### src/fsc_defines.svh
// fsc_defines.svh: code-group values, nibble values, timing counts and fifo depth for the symbol coder.
// Assumes: included by bare name; definitions only.
`ifndef FSC_DEFINES_SVH
`define FSC_DEFINES_SVH

// control code-groups
`define FSC_CG_IDLE 5'h1F
`define FSC_CG_SSD1 5'h18
`define FSC_CG_SSD2 5'h11
`define FSC_CG_ESD1 5'h0D
`define FSC_CG_ESD2 5'h07
`define FSC_CG_TXERR 5'h04
// invalid code-groups
`define FSC_CG_BAD0 5'h00
`define FSC_CG_BAD1 5'h01
`define FSC_CG_BAD2 5'h02
`define FSC_CG_BAD3 5'h03
`define FSC_CG_BAD5 5'h05
`define FSC_CG_BAD6 5'h06
`define FSC_CG_BAD8 5'h08
`define FSC_CG_BADC 5'h0C
`define FSC_CG_BAD10 5'h10
`define FSC_CG_BAD19 5'h19

// nibbles on the receive side
`define FSC_NIB_SSD 4'h5
`define FSC_NIB_BAD_SSD 4'hE

// serialiser: code-group width and index of its last bit
`define FSC_SYM_BITS 5
`define FSC_BIT_LAST 3'h4
// link clock period in ns (125 MHz)
`define FSC_CLK_PERIOD_NS 8

// fifo between encoder and serialiser
`define FSC_FIFO_DEPTH 4

// scrambler: width and mask xored into the second copy of the address bits
`define FSC_LFSR_BITS 11
`define FSC_SEED_MIX 5'h15

`endif

### src/fsc_pkg.sv
// fsc_pkg.sv: state types for the symbol coder.
// Assumes: fsc_defines.svh holds the numeric constants.
package fsc_pkg;

    typedef enum logic [3:0] {
        TX_IDLE = 4'b0001,
        TX_SSD2 = 4'b0010,
        TX_DATA = 4'b0100,
        TX_ESD2 = 4'b1000
    } fsc_tx_state_type;

    typedef enum logic [4:0] {
        RX_IDLE = 5'b00001,
        RX_SSD1 = 5'b00010,
        RX_DATA = 5'b00100,
        RX_ESD1 = 5'b01000,
        RX_IDL1 = 5'b10000
    } fsc_rx_state_type;

    typedef enum logic [3:0] {
        LVL_ZERO_UP = 4'b0001,
        LVL_POS = 4'b0010,
        LVL_ZERO_DN = 4'b0100,
        LVL_NEG = 4'b1000
    } fsc_mlt3_type;

endpackage : fsc_pkg

### src/fsc_stream_if.sv
// fsc_stream_if.sv: valid/ready word stream between the coder's own modules.
// Assumes: one clock shared by both ends.
`timescale 1ns/1ps
interface fsc_stream_if #(parameter int WIDTH = 5);
    logic valid;
    logic ready;
    logic [WIDTH-1:0] data;
    modport src (output valid, output data, input ready);
    modport snk (input valid, input data, output ready);
endinterface : fsc_stream_if
### src/fsc_coder.sv
// fsc_coder.sv: 100 Mb/s symbol coder: 4B/5B encode, scramble, serialise, NRZI and MLT-3 out;
// delimiter and code checking with 5B/4B decode on receive.
// Assumes: aligned, descrambled receive code-groups arrive at most one per two clocks.
// Function
// - each nibble maps to its fixed 5-bit code-group; decoder applies the inverse.
// - first end symbol drops carrier only if second end symbol follows, else error.
// - second end symbol ends carrier only right after the first; elsewhere under carrier, error; ignored in idle.
// - invalid code-groups during data valid raise receive error; transmitter never sends them.
// - start pair raises data valid and yields two nibbles 0101.
// - bad start pair raises error with nibble 1110, data valid stays low.
// - end pair or two idles drop carrier and data valid, not translated.
// - scrambler seed comes from the PHY address.
// - scrambler stage also serialises each code-group.
// - NRZI converter takes the scrambled serial bits, emits a serial stream at 125 MHz.
// - MLT-3 steps level on each one bit, holds on each zero bit.
// - all coding logic runs on the 125 MHz PLL clock.
`timescale 1ns/1ps
`include "fsc_defines.svh"
module fsc_coder import fsc_pkg::*; (
    input wire logic mclk,
    input wire logic nrst,
    input wire logic [4:0] phy_addr,
    input wire logic tx_valid,
    input wire logic tx_en,
    input wire logic tx_er,
    input wire logic [3:0] txd,
    output logic tx_ready,
    output logic nrzi_out,
    output logic mlt3_pos,
    output logic mlt3_neg,
    input wire logic rx_code_valid,
    input wire logic [4:0] rx_code,
    output logic rx_strobe,
    output logic rx_dv,
    output logic rx_er,
    output logic [3:0] rxd,
    output logic crs
);
    localparam logic [4:0] ENC_TBL [16] = '{5'h1E, 5'h09, 5'h14, 5'h15, 5'h0A, 5'h0B, 5'h0E, 5'h0F,
                                           5'h12, 5'h13, 5'h16, 5'h17, 5'h1A, 5'h1B, 5'h1C, 5'h1D};

    fsc_stream_if #(.WIDTH(`FSC_SYM_BITS)) enc_if ();
    fsc_stream_if #(.WIDTH(`FSC_SYM_BITS)) ser_if ();

    fsc_fifo #(.WIDTH(`FSC_SYM_BITS), .DEPTH(`FSC_FIFO_DEPTH)) u_fifo (
        .mclk(mclk),
        .nrst(nrst),
        .wr(enc_if.snk),
        .rd(ser_if.src)
    );

    // transmit encoder
    fsc_tx_state_type tx_st_q, tx_st_d;
    logic [4:0] data_code;
    logic [4:0] last_code_q;

    assign data_code = tx_er ? `FSC_CG_TXERR : ENC_TBL[txd];
    assign enc_if.valid = (tx_st_q == TX_ESD2) || (tx_valid && (tx_st_q != TX_IDLE || tx_en));
    assign tx_ready = enc_if.ready && (tx_st_q != TX_ESD2);
    wire enc_fire = enc_if.valid && enc_if.ready;

    always_comb begin
        tx_st_d = tx_st_q;
        enc_if.data = `FSC_CG_IDLE;
        unique case (tx_st_q)
            TX_IDLE: begin
                enc_if.data = `FSC_CG_SSD1;
                if (enc_fire) tx_st_d = TX_SSD2;
            end
            TX_SSD2: begin
                enc_if.data = `FSC_CG_SSD2;
                if (enc_fire) tx_st_d = TX_DATA;
            end
            TX_DATA: begin
                enc_if.data = tx_en ? data_code : `FSC_CG_ESD1;
                if (enc_fire && !tx_en) tx_st_d = TX_ESD2;
            end
            TX_ESD2: begin
                enc_if.data = `FSC_CG_ESD2;
                if (enc_fire) tx_st_d = TX_IDLE;
            end
        endcase
    end

    always_ff @(posedge mclk) begin
        if (!nrst) begin
            tx_st_q <= TX_IDLE;
            last_code_q <= `FSC_CG_IDLE;
        end else begin
            tx_st_q <= tx_st_d;
            if (enc_fire) last_code_q <= enc_if.data;
        end
    end

    // scrambler, serialiser, NRZI and MLT-3 line coding
    logic [2:0] bit_cnt_q;
    logic [4:0] shift_q;
    logic [`FSC_LFSR_BITS-1:0] lfsr_q;
    logic nrzi_q;
    fsc_mlt3_type lvl_q, lvl_d;

    wire load = (bit_cnt_q == `FSC_BIT_LAST);
    assign ser_if.ready = load;
    // an empty fifo means no frame data waiting, so idle fills the line
    wire [4:0] next_sym = ser_if.valid ? ser_if.data : `FSC_CG_IDLE;
    wire [`FSC_LFSR_BITS-1:0] seed = {1'b1, phy_addr, phy_addr ^ `FSC_SEED_MIX};
    wire scr_bit = shift_q[4] ^ lfsr_q[`FSC_LFSR_BITS-1];
    wire lfsr_fb = lfsr_q[10] ^ lfsr_q[8];

    always_comb begin
        lvl_d = lvl_q;
        if (scr_bit) begin
            unique case (lvl_q)
                LVL_ZERO_UP: lvl_d = LVL_POS;
                LVL_POS: lvl_d = LVL_ZERO_DN;
                LVL_ZERO_DN: lvl_d = LVL_NEG;
                LVL_NEG: lvl_d = LVL_ZERO_UP;
            endcase
        end
    end

    always_ff @(posedge mclk) begin
        if (!nrst) begin
            bit_cnt_q <= 3'h0;
            shift_q <= `FSC_CG_IDLE;
            lfsr_q <= seed;
            nrzi_q <= 1'b0;
            lvl_q <= LVL_ZERO_UP;
        end else begin
            bit_cnt_q <= load ? 3'h0 : bit_cnt_q + 3'h1;
            shift_q <= load ? next_sym : {shift_q[3:0], 1'b0};
            lfsr_q <= {lfsr_q[9:0], lfsr_fb};
            nrzi_q <= nrzi_q ^ scr_bit;
            lvl_q <= lvl_d;
        end
    end

    assign nrzi_out = nrzi_q;
    assign mlt3_pos = (lvl_q == LVL_POS);
    assign mlt3_neg = (lvl_q == LVL_NEG);

    // receive decoder
    logic [15:0] hit;
    logic [3:0] rx_nib;
    for (genvar i = 0; i < 16; i++) begin : g_dec
        assign hit[i] = (rx_code == ENC_TBL[i]);
    end
    always_comb begin
        rx_nib = 4'h0;
        for (int j = 0; j < 16; j++) begin
            if (hit[j]) rx_nib = 4'(j);
        end
    end
    wire is_data = |hit;
    wire is_idle = (rx_code == `FSC_CG_IDLE);

    fsc_rx_state_type rx_st_q, rx_st_d;
    logic strobe_d, dv_d, er_d, crs_d, ssd2_q, ssd2_d;
    logic [3:0] rxd_d;

    always_comb begin
        rx_st_d = rx_st_q;
        strobe_d = ssd2_q;
        er_d = 1'b0;
        dv_d = rx_dv;
        crs_d = crs;
        rxd_d = ssd2_q ? `FSC_NIB_SSD : rxd;
        ssd2_d = 1'b0;
        if (rx_code_valid) begin
            unique case (rx_st_q)
                RX_IDLE: begin
                    if (rx_code == `FSC_CG_SSD1) begin
                        crs_d = 1'b1;
                        rx_st_d = RX_SSD1;
                    end
                end
                RX_SSD1: begin
                    if (rx_code == `FSC_CG_SSD2) begin
                        dv_d = 1'b1;
                        strobe_d = 1'b1;
                        rxd_d = `FSC_NIB_SSD;
                        ssd2_d = 1'b1;
                        rx_st_d = RX_DATA;
                    end else begin
                        er_d = 1'b1;
                        strobe_d = 1'b1;
                        rxd_d = `FSC_NIB_BAD_SSD;
                        dv_d = 1'b0;
                        crs_d = 1'b0;
                        rx_st_d = RX_IDLE;
                    end
                end
                RX_DATA: begin
                    strobe_d = 1'b1;
                    if (is_data) begin
                        rxd_d = rx_nib;
                    end else if (rx_code == `FSC_CG_ESD1) begin
                        strobe_d = 1'b0;
                        rx_st_d = RX_ESD1;
                    end else if (is_idle) begin
                        strobe_d = 1'b0;
                        rx_st_d = RX_IDL1;
                    end else begin
                        er_d = 1'b1;
                    end
                end
                RX_ESD1, RX_IDL1: begin
                    if ((rx_st_q == RX_ESD1 && rx_code == `FSC_CG_ESD2) ||
                        (rx_st_q == RX_IDL1 && is_idle)) begin
                        dv_d = 1'b0;
                        crs_d = 1'b0;
                        rx_st_d = RX_IDLE;
                    end else begin
                        er_d = 1'b1;
                        strobe_d = 1'b1;
                        rx_st_d = RX_DATA;
                    end
                end
            endcase
        end
    end

    always_ff @(posedge mclk) begin
        if (!nrst) begin
            rx_st_q <= RX_IDLE;
            ssd2_q <= 1'b0;
            rx_strobe <= 1'b0;
            rx_dv <= 1'b0;
            rx_er <= 1'b0;
            rxd <= 4'h0;
            crs <= 1'b0;
        end else begin
            rx_st_q <= rx_st_d;
            ssd2_q <= ssd2_d;
            rx_strobe <= strobe_d;
            rx_dv <= dv_d;
            rx_er <= er_d;
            rxd <= rxd_d;
            crs <= crs_d;
        end
    end
endmodule : fsc_coder

### src/fsc_fifo.sv
// fsc_fifo.sv: small synchronous fifo with valid/ready on both sides.
// Assumes: DEPTH is a power of two; single clock, synchronous active-low reset.
`timescale 1ns/1ps
module fsc_fifo #(
    parameter int WIDTH = 5,
    parameter int DEPTH = 4
) (
    input wire logic mclk,
    input wire logic nrst,
    fsc_stream_if.snk wr,
    fsc_stream_if.src rd
);
    localparam int AW = $clog2(DEPTH);

    logic [WIDTH-1:0] mem [DEPTH];
    logic [AW-1:0] wptr_q;
    logic [AW-1:0] rptr_q;
    logic [AW:0] cnt_q;

    wire full = (cnt_q == (AW+1)'(DEPTH));
    wire empty = (cnt_q == '0);
    wire push = wr.valid && !full;
    wire pop = rd.ready && !empty;

    assign wr.ready = !full;
    assign rd.valid = !empty;
    assign rd.data = mem[rptr_q];

    always_ff @(posedge mclk) begin
        if (push) begin
            mem[wptr_q] <= wr.data;
        end
    end

    always_ff @(posedge mclk) begin
        if (!nrst) begin
            wptr_q <= '0;
            rptr_q <= '0;
            cnt_q <= '0;
        end else begin
            wptr_q <= wptr_q + AW'(push);
            rptr_q <= rptr_q + AW'(pop);
            cnt_q <= cnt_q + (AW+1)'(push) - (AW+1)'(pop);
        end
    end

endmodule : fsc_fifo

### config.mk
export PLATFORM = sky130hd
export DESIGN_NAME = fsc_coder
export DESIGN_NICKNAME = d
export VERILOG_FILES = /design/src/fsc_pkg.sv /design/src/fsc_stream_if.sv /design/src/fsc_coder.sv /design/src/fsc_fifo.sv
export VERILOG_INCLUDE_DIRS = /design/src
export SDC_FILE = /design/constraint.sdc
export NUM_CORES = 1
export LEC_CHECK = 0
export BUFFER_PORTS_ARGS = -buffer_cell sky130_fd_sc_hd__buf_2
export CORE_ASPECT_RATIO = 1.1
export CORE_MARGIN = 4
export CORE_UTILIZATION = 30
export DETAILED_ROUTE_END_ITERATION = 10
export PLACE_DENSITY = 0.45
export SETUP_SLACK_MARGIN = 0.4
export SLEW_MARGIN = 20
export SYNTH_ARGS = -nofsm -noshare
export SYNTH_HDL_FRONTEND = slang
export SYNTH_HIERARCHICAL = 1
export SYNTH_SLANG_ARGS = --single-unit
### constraint.sdc
create_clock -name mclk -period 5.05 [get_ports mclk]
set_clock_uncertainty 0.2 [all_clocks]
set_input_delay 1.01 -clock mclk [delete_from_list [all_inputs] [get_ports mclk]]
set_output_delay 1.01 -clock mclk [all_outputs]
set_load 0.05 [all_outputs]
==> reports/qor.yml, run 1 <==
outcome: "finished clean"
core_area_um2: 11100
die_y_um: 120
seq_area_um2: 1580
p_leak_nw: 1.48
drt_iter0_markers: 202
max_freq_ghz: 0.350
finalCritPeriodShare_pct: 56.6
crit_path_start: "tx_en"
critical_path_required_ns: 5.07
nNetsFinal: 404
clock_sinks: 69
die_area_um2: 13300
whs_path_depth: 1
dieWidth_um: 110
synth-edff-count: 20
fin_hold_ws_ns: 0.209
n_antenna_cell: 0
tns_ns: 0
timing.final.crit_period_ns: 2.86
rsz0062_at_grt: "no"
synthFlopType: "dfxtp_1"
cts_buffers: 9
hp-class: "reg2reg"
drive_gt1_share_pct: 18.2
path_clk_slew_ns: 0.05
synth_seq_cells: 69
clock_latency_ns: 0.33
hold_viol: 0
io_pins: 32
place.gp.congestion: 0.768
dp_hpwl_um: 5270
multiInputGateArea_um2: 1730
grt_pass1_wl_um: 12000
start_util_pct: 31.2
grt.total_usage_pct: 11.7
min_to: "lfsr_q[10]"
pwr-share-clk_pct: 40.4
yosys.area.top_type: "dfxtp_1"
drt_wl_total_um: 7360
syn-cell-area_um2: 3450
p_seq_share_pct: 44.5
cts_tree: "yes"
grt_pass1_vias: 2419
hold_path_startpoint: "lfsr_q[9]"
clock-root-buffer: "clkbuf_16"
r2r_slack_ns: 2.30
p_sw_uw: 393
drv_slew: 0
r2r-end: "u_fifo/cnt_q[2]"
r2r-start: "tx_st_q[2]"
finalSetupViolCount: 0
gr-total-overflow: 0
cts.repair.resized: 0
syn_nets: 380
p_per_area_nw_per_um2: 369
area_delta_synth_final_pct: 15.8
crit_path_max_fanout: 6
drc: 0
cts_setup_buffers: 0
relSlewSlack_pct: 44.0
ys_types: 72
cp-end-kind: "flop"
routedWlPerCell_um: 13.9
ant_nets: 0
synth_top_area_share_pct: 28.5
n_fill_cell: 1140
synth_cells: 355
rows: 40
crit_type: "in2reg"
p_int_mw: 1.08
ys_seq_area_share_pct: 45.9
synth-async-reset-ratio_pct: 0
worst_pin_slew_ns: 0.839
antenna_found_initial: 0
cts.htree.levels: 3
cts_max_path_buffers: 2
viasPerCell: 4.94
start_kind: "input port"
firstDrtPassIters: 4
swShare_pct: 26.7
cts_hold_buf: 0
io_buffers: 31
netlist_top_cells_area: "dfxtp_1, edfxtp_1, o21ai_0, nor2_1, mux4_2"
num_vias: 2621
avgSynthCellArea_um2: 9.71
peakVddDrop_v: 0.000158
p_comb_share_pct: 15.1
rr_worst_depth: 12
drv_cap: 0
yosys_warnings: 6
grt_max_degree: 37
crit_arrival_ns: 2.88
-- logic make-up after synthesis --
family	Yosys count	share of synthesized area [%]
AOI/OAI and AO/OA	73	14.6
and+or+nand+nor	146	23.3
DFF	69	45.9
adders and majority gates	5	2.03
muxes	17	6.90
xor gates and xnor gates	13	3.30
buffers and inverters	32	4.03
-- worst max-delay path by stage --
| stage | slack (ns) | to | cells past startpoint |
|---|---|---|---|
| floorplan | 1.77 | mlt3_pos | 1 |
| global placement | 1.90 | u_fifo/cnt_q[2] | 12 |
| detailed placement | 1.87 | u_fifo/cnt_q[2] | 12 |
| CTS | 2.21 | u_fifo/cnt_q[2] | 12 |
| global route | 2.09 | u_fifo/cnt_q[2] | 12 |
| finish | 2.19 | u_fifo/cnt_q[2] | 12 |
-- through the flow --
stage                     worst slack, ns  utilization [%]  area [µm²]  power [mW]  instances
final                                2.19             36.1        3990        1.47        531
after global routing                 2.09             36.1        3990        1.56        531
after CTS                            2.21             36.1        3990        1.50        531
after detailed placement             1.87             33.5        3700       0.893        515
after global placement               1.90             33.5        3700       0.890        515
after floorplan                      1.77                -        3450       0.835        355
-- worst max-delay path, stage by stage --
cell     delay [ns]
buf_2          0.14
nor2_1         0.06
a31oi_1        0.34
nand2_4        0.11
inv_4          0.08
xnor2_1        0.11
ha_1           0.16
inv_1          0.05
fa_1           0.39
xnor2_1        0.15
xnor2_1        0.13
and2_1         0.15
-- layout by cell type, fill, tap and decap left out, drive strengths merged, types with 4 or more instances in the layout --
master | Yosys | final
nor2b | 9 | 9
nand3 | 6 | 6
nand2 | 28 | 28
a21oi | 9 | 9
clkinv | 1 | 5
nor3 | 8 | 8
xnor2 | 7 | 7
inv | 13 | 14
o21ai | 30 | 30
mux4 | 5 | 5
buf | 6 | 31
ha | 4 | 4
and3 | 5 | 5
edfxtp | 20 | 20
o31ai | 4 | 4
a31oi | 5 | 5
nor3b | 7 | 7
xor2 | 6 | 6
clkbuf | 12 | 11
mux2i | 8 | 8
and2 | 10 | 10
nor2 | 38 | 38
dfxtp | 49 | 49
nand2b | 9 | 9
mux2 | 4 | 4
-- flip-flops by register name, summed over array words and instances, names as in the netlist, 4 cells and up --
signal and flops:
rx_st_q 5, u_fifo/mem 20, lfsr_q 11, rxd 4, tx_st_q 4, shift_q 5, lvl_q 4
-- power groups by stage --
stage	combinational, mW	clock, mW	sequential (mW)
2_1_floorplan	0.174	0	0.661
3_3_place_gp	0.224	0	0.666
3_5_place_dp	0.225	0	0.667
4_1_cts	0.226	0.622	0.656
5_1_grt	0.250	0.648	0.662
6_report	0.222	0.594	0.655
-- cell usage after synthesis, drive strengths merged, types with 3 or more instances --
| library cell | instances |
|---|---|
| dfxtp | 49 |
| nor2 | 38 |
| o21ai | 30 |
| nand2 | 28 |
| edfxtp | 20 |
| inv | 13 |
| clkbuf | 12 |
| and2 | 10 |
| a21oi | 9 |
| nand2b | 9 |
| nor2b | 9 |
| mux2i | 8 |
| nor3 | 8 |
| nor3b | 7 |
| xnor2 | 7 |
| buf | 6 |
| nand3 | 6 |
| xor2 | 6 |
| a31oi | 5 |
| and3 | 5 |
| mux4 | 5 |
| ha | 4 |
| mux2 | 4 |
| o31ai | 4 |
| a221oi | 3 |
| nand4b | 3 |
| nor4 | 3 |
| nor4b | 3 |
| or2 | 3 |
| or3 | 3 |
| or3b | 3 |
-- metal layers --
| metal | global-route usage [%] | part of all wire (%) |
|---|---|---|
| met5 | 0 | 0 |
| met4 | 5.85 | 2.3 |
| met3 | 3.04 | 4.9 |
| met2 | 17.0 | 43 |
| met1 | 15.9 | 49 |
-- final cells by class --
cell class              count  share of cell area [%]
clock buffers              11                    6.40
clock inverters             5                   0.815
inverters                  14                    1.38
multi-input cells         254                    43.3
flip-flops and latches     69                    39.6
well taps                 147                    4.61
repair buffers             31                    3.89
(Power assumes the default switching activity.)
==> inputs of run 2 (changes only) <==
--- a/config.mk
+++ b/config.mk
@@ -11,7 +11,7 @@
 export CORE_MARGIN = 4
 export CORE_UTILIZATION = 30
 export DETAILED_ROUTE_END_ITERATION = 10
-export PLACE_DENSITY = 0.45
+export PLACE_DENSITY = 0.47
 export SETUP_SLACK_MARGIN = 0.4
 export SLEW_MARGIN = 20
 export SYNTH_ARGS = -nofsm -noshare
==> constraint.sdc (replaced) <==
create_clock -name mclk -period 2.6 [get_ports mclk]
set_clock_uncertainty 0.2 [all_clocks]
set_input_delay 0.52 -clock mclk [delete_from_list [all_inputs] [get_ports mclk]]
set_output_delay 0.52 -clock mclk [all_outputs]
set_load 0.05 [all_outputs]
==> reports/qor.yml, run 2 (synthesis results as in run 1) <==
core_area_um2: 11100
final_area_um2: 4310
grt.total_usage_pct: 12.4
cp-end-kind: "flop"
tns_ns: 0
whs_path_depth: 2
outcome: "finished clean"
largest_register: "u_fifo/mem"
p_per_area_nw_per_um2: 691
drv_cap: 0
cts_buffers: 9
drv_slew: 0
drt_iter0_markers: 91
clock_sinks: 69
gr-total-overflow: 0
dieWidth_um: 110
rr_worst_depth: 12
drc: 0
firstDrtPassIters: 4
hp-class: "in2reg"
grt_pass1_vias: 2601
area_delta_synth_final_pct: 25.1
cts_tree: "yes"
peakVddDrop_v: 0.000271
die_y_um: 120
grt_max_degree: 31
start_kind: "flop"
place.gp.congestion: 0.808
cts_max_path_buffers: 2
grt_pass1_wl_um: 12900
critical_path_required_ns: 2.62
drive_gt1_share_pct: 28.9
io_pins: 32
cts.htree.levels: 3
critPathTopFamily: "adder cells"
hold_viol: 0
n_antenna_cell: 0
max_freq_ghz: 0.428
cp.depth: 12
routedWlPerCell_um: 14.0
crit_arrival_ns: 2.36
p_leak_nw: 1.63
clock-root-buffer: "clkbuf_16"
final_common_cell: "dfxtp_1"
drt_wl_total_um: 7830
io_buffers: 31
crit_buf_inv: 2
dpl-instance-area_um2: 3930
finish.utilization_pct: 39.0
dp_hpwl_um: 5590
crit_type: "reg2reg"
num_vias: 2742
start_util_pct: 31.2
nNetsFinal: 432
largestRegisters: "u_fifo/mem (20), lfsr_q (11)"
cp_slowest_cell: "dfxtp_4"
path_clk_slew_ns: 0.06
clock_latency_ns: 0.33
crit_path_max_fanout: 4
rows: 40
largest_register_ffs: 20
finalCritPeriodShare_pct: 89.8
most-common-layout-cells: "dfxtp_1, nor2_1, buf_2, buf_4, o21ai_0"
path_cells: "nor2_4, a31oi_4, a31oi_4, nand2_4, inv_4, xnor2_2, ha_2, inv_2, fa_2, xnor2_2, xnor2_1, and2_1"
rsz0062_at_grt: "yes"
max_stage_delay_ns: 0.35
finalSetupViolCount: 0
relSlewSlack_pct: 54.2
die_area_um2: 13300
ant_nets: 0
timing.final.crit_period_ns: 2.34
antenna_found_initial: 0
viasPerCell: 4.91
worst_pin_slew_ns: 0.683
[run 2: layer usage]
| metal | wire length, µm | GRT usage [%] | share of wire, % | vias up |
|---|---|---|---|---|
| met5 | 0 | 0 | 0 | - |
| met4 | 98 | 3.85 | 1.3 | 0 |
| met3 | 226 | 3.36 | 2.9 | 10 |
| met2 | 3660 | 19.8 | 47 | 31 |
| met1 | 3850 | 16.3 | 49 | 1312 |
| li1 | - | - | - | 1389 |
[run 2: metrics by stage]
stage | setup WS (ns) | hold slack, ns | total power [mW] | instances
floorplan | -0.190 | 0.186 | 1.65 | 355
detailed placement | 0.0607 | 0.196 | 1.82 | 536
finish | 0.264 | 0.178 | 2.98 | 559
CTS | 0.267 | 0.164 | 3.01 | 556
global route | 0.178 | 0.178 | 3.13 | 559
global placement | 0.0914 | 0.199 | 1.82 | 536
[run 2: worst paths after layout]
path | from | endpoint | slack, ns
hold reg to reg | lfsr_q[9] | lfsr_q[10] | 0.21
setup reg to reg | tx_st_q[2] | u_fifo/cnt_q[2] | 0.26
hold / removal | phy_addr[0] | lfsr_q[0] | 0.18
setup / recovery | tx_st_q[2] | u_fifo/cnt_q[2] | 0.26
[run 2: cell type report]
class | instances | area [µm²]
clock buffers | 10 | 239
clock inverters | 6 | 42.5
fillers | 1077 | 6750
inverters | 14 | 55.1
multi-input cells | 254 | 1820
flip-flops and latches | 69 | 1590
well taps | 147 | 184
repair buffers | 59 | 380
[run 2: power by group]
part	total (mW)	internal, mW	switching, mW	leakage [nW]
Clock	1.16	0.677	0.480	0.140
Combinational	0.565	0.268	0.298	0.927
Sequential	1.26	1.20	0.0553	0.566
Total	2.98	2.15	0.832	1.63
[run 2: timing repair]
action / 4_1_cts / 5_1_grt
buffers inserted: 4 / 3
endpoints found under the setup margin: 3 / 13
pin swaps: 4 / 1
resized for setup: 7 / 7
hold buffers: 0 / 0
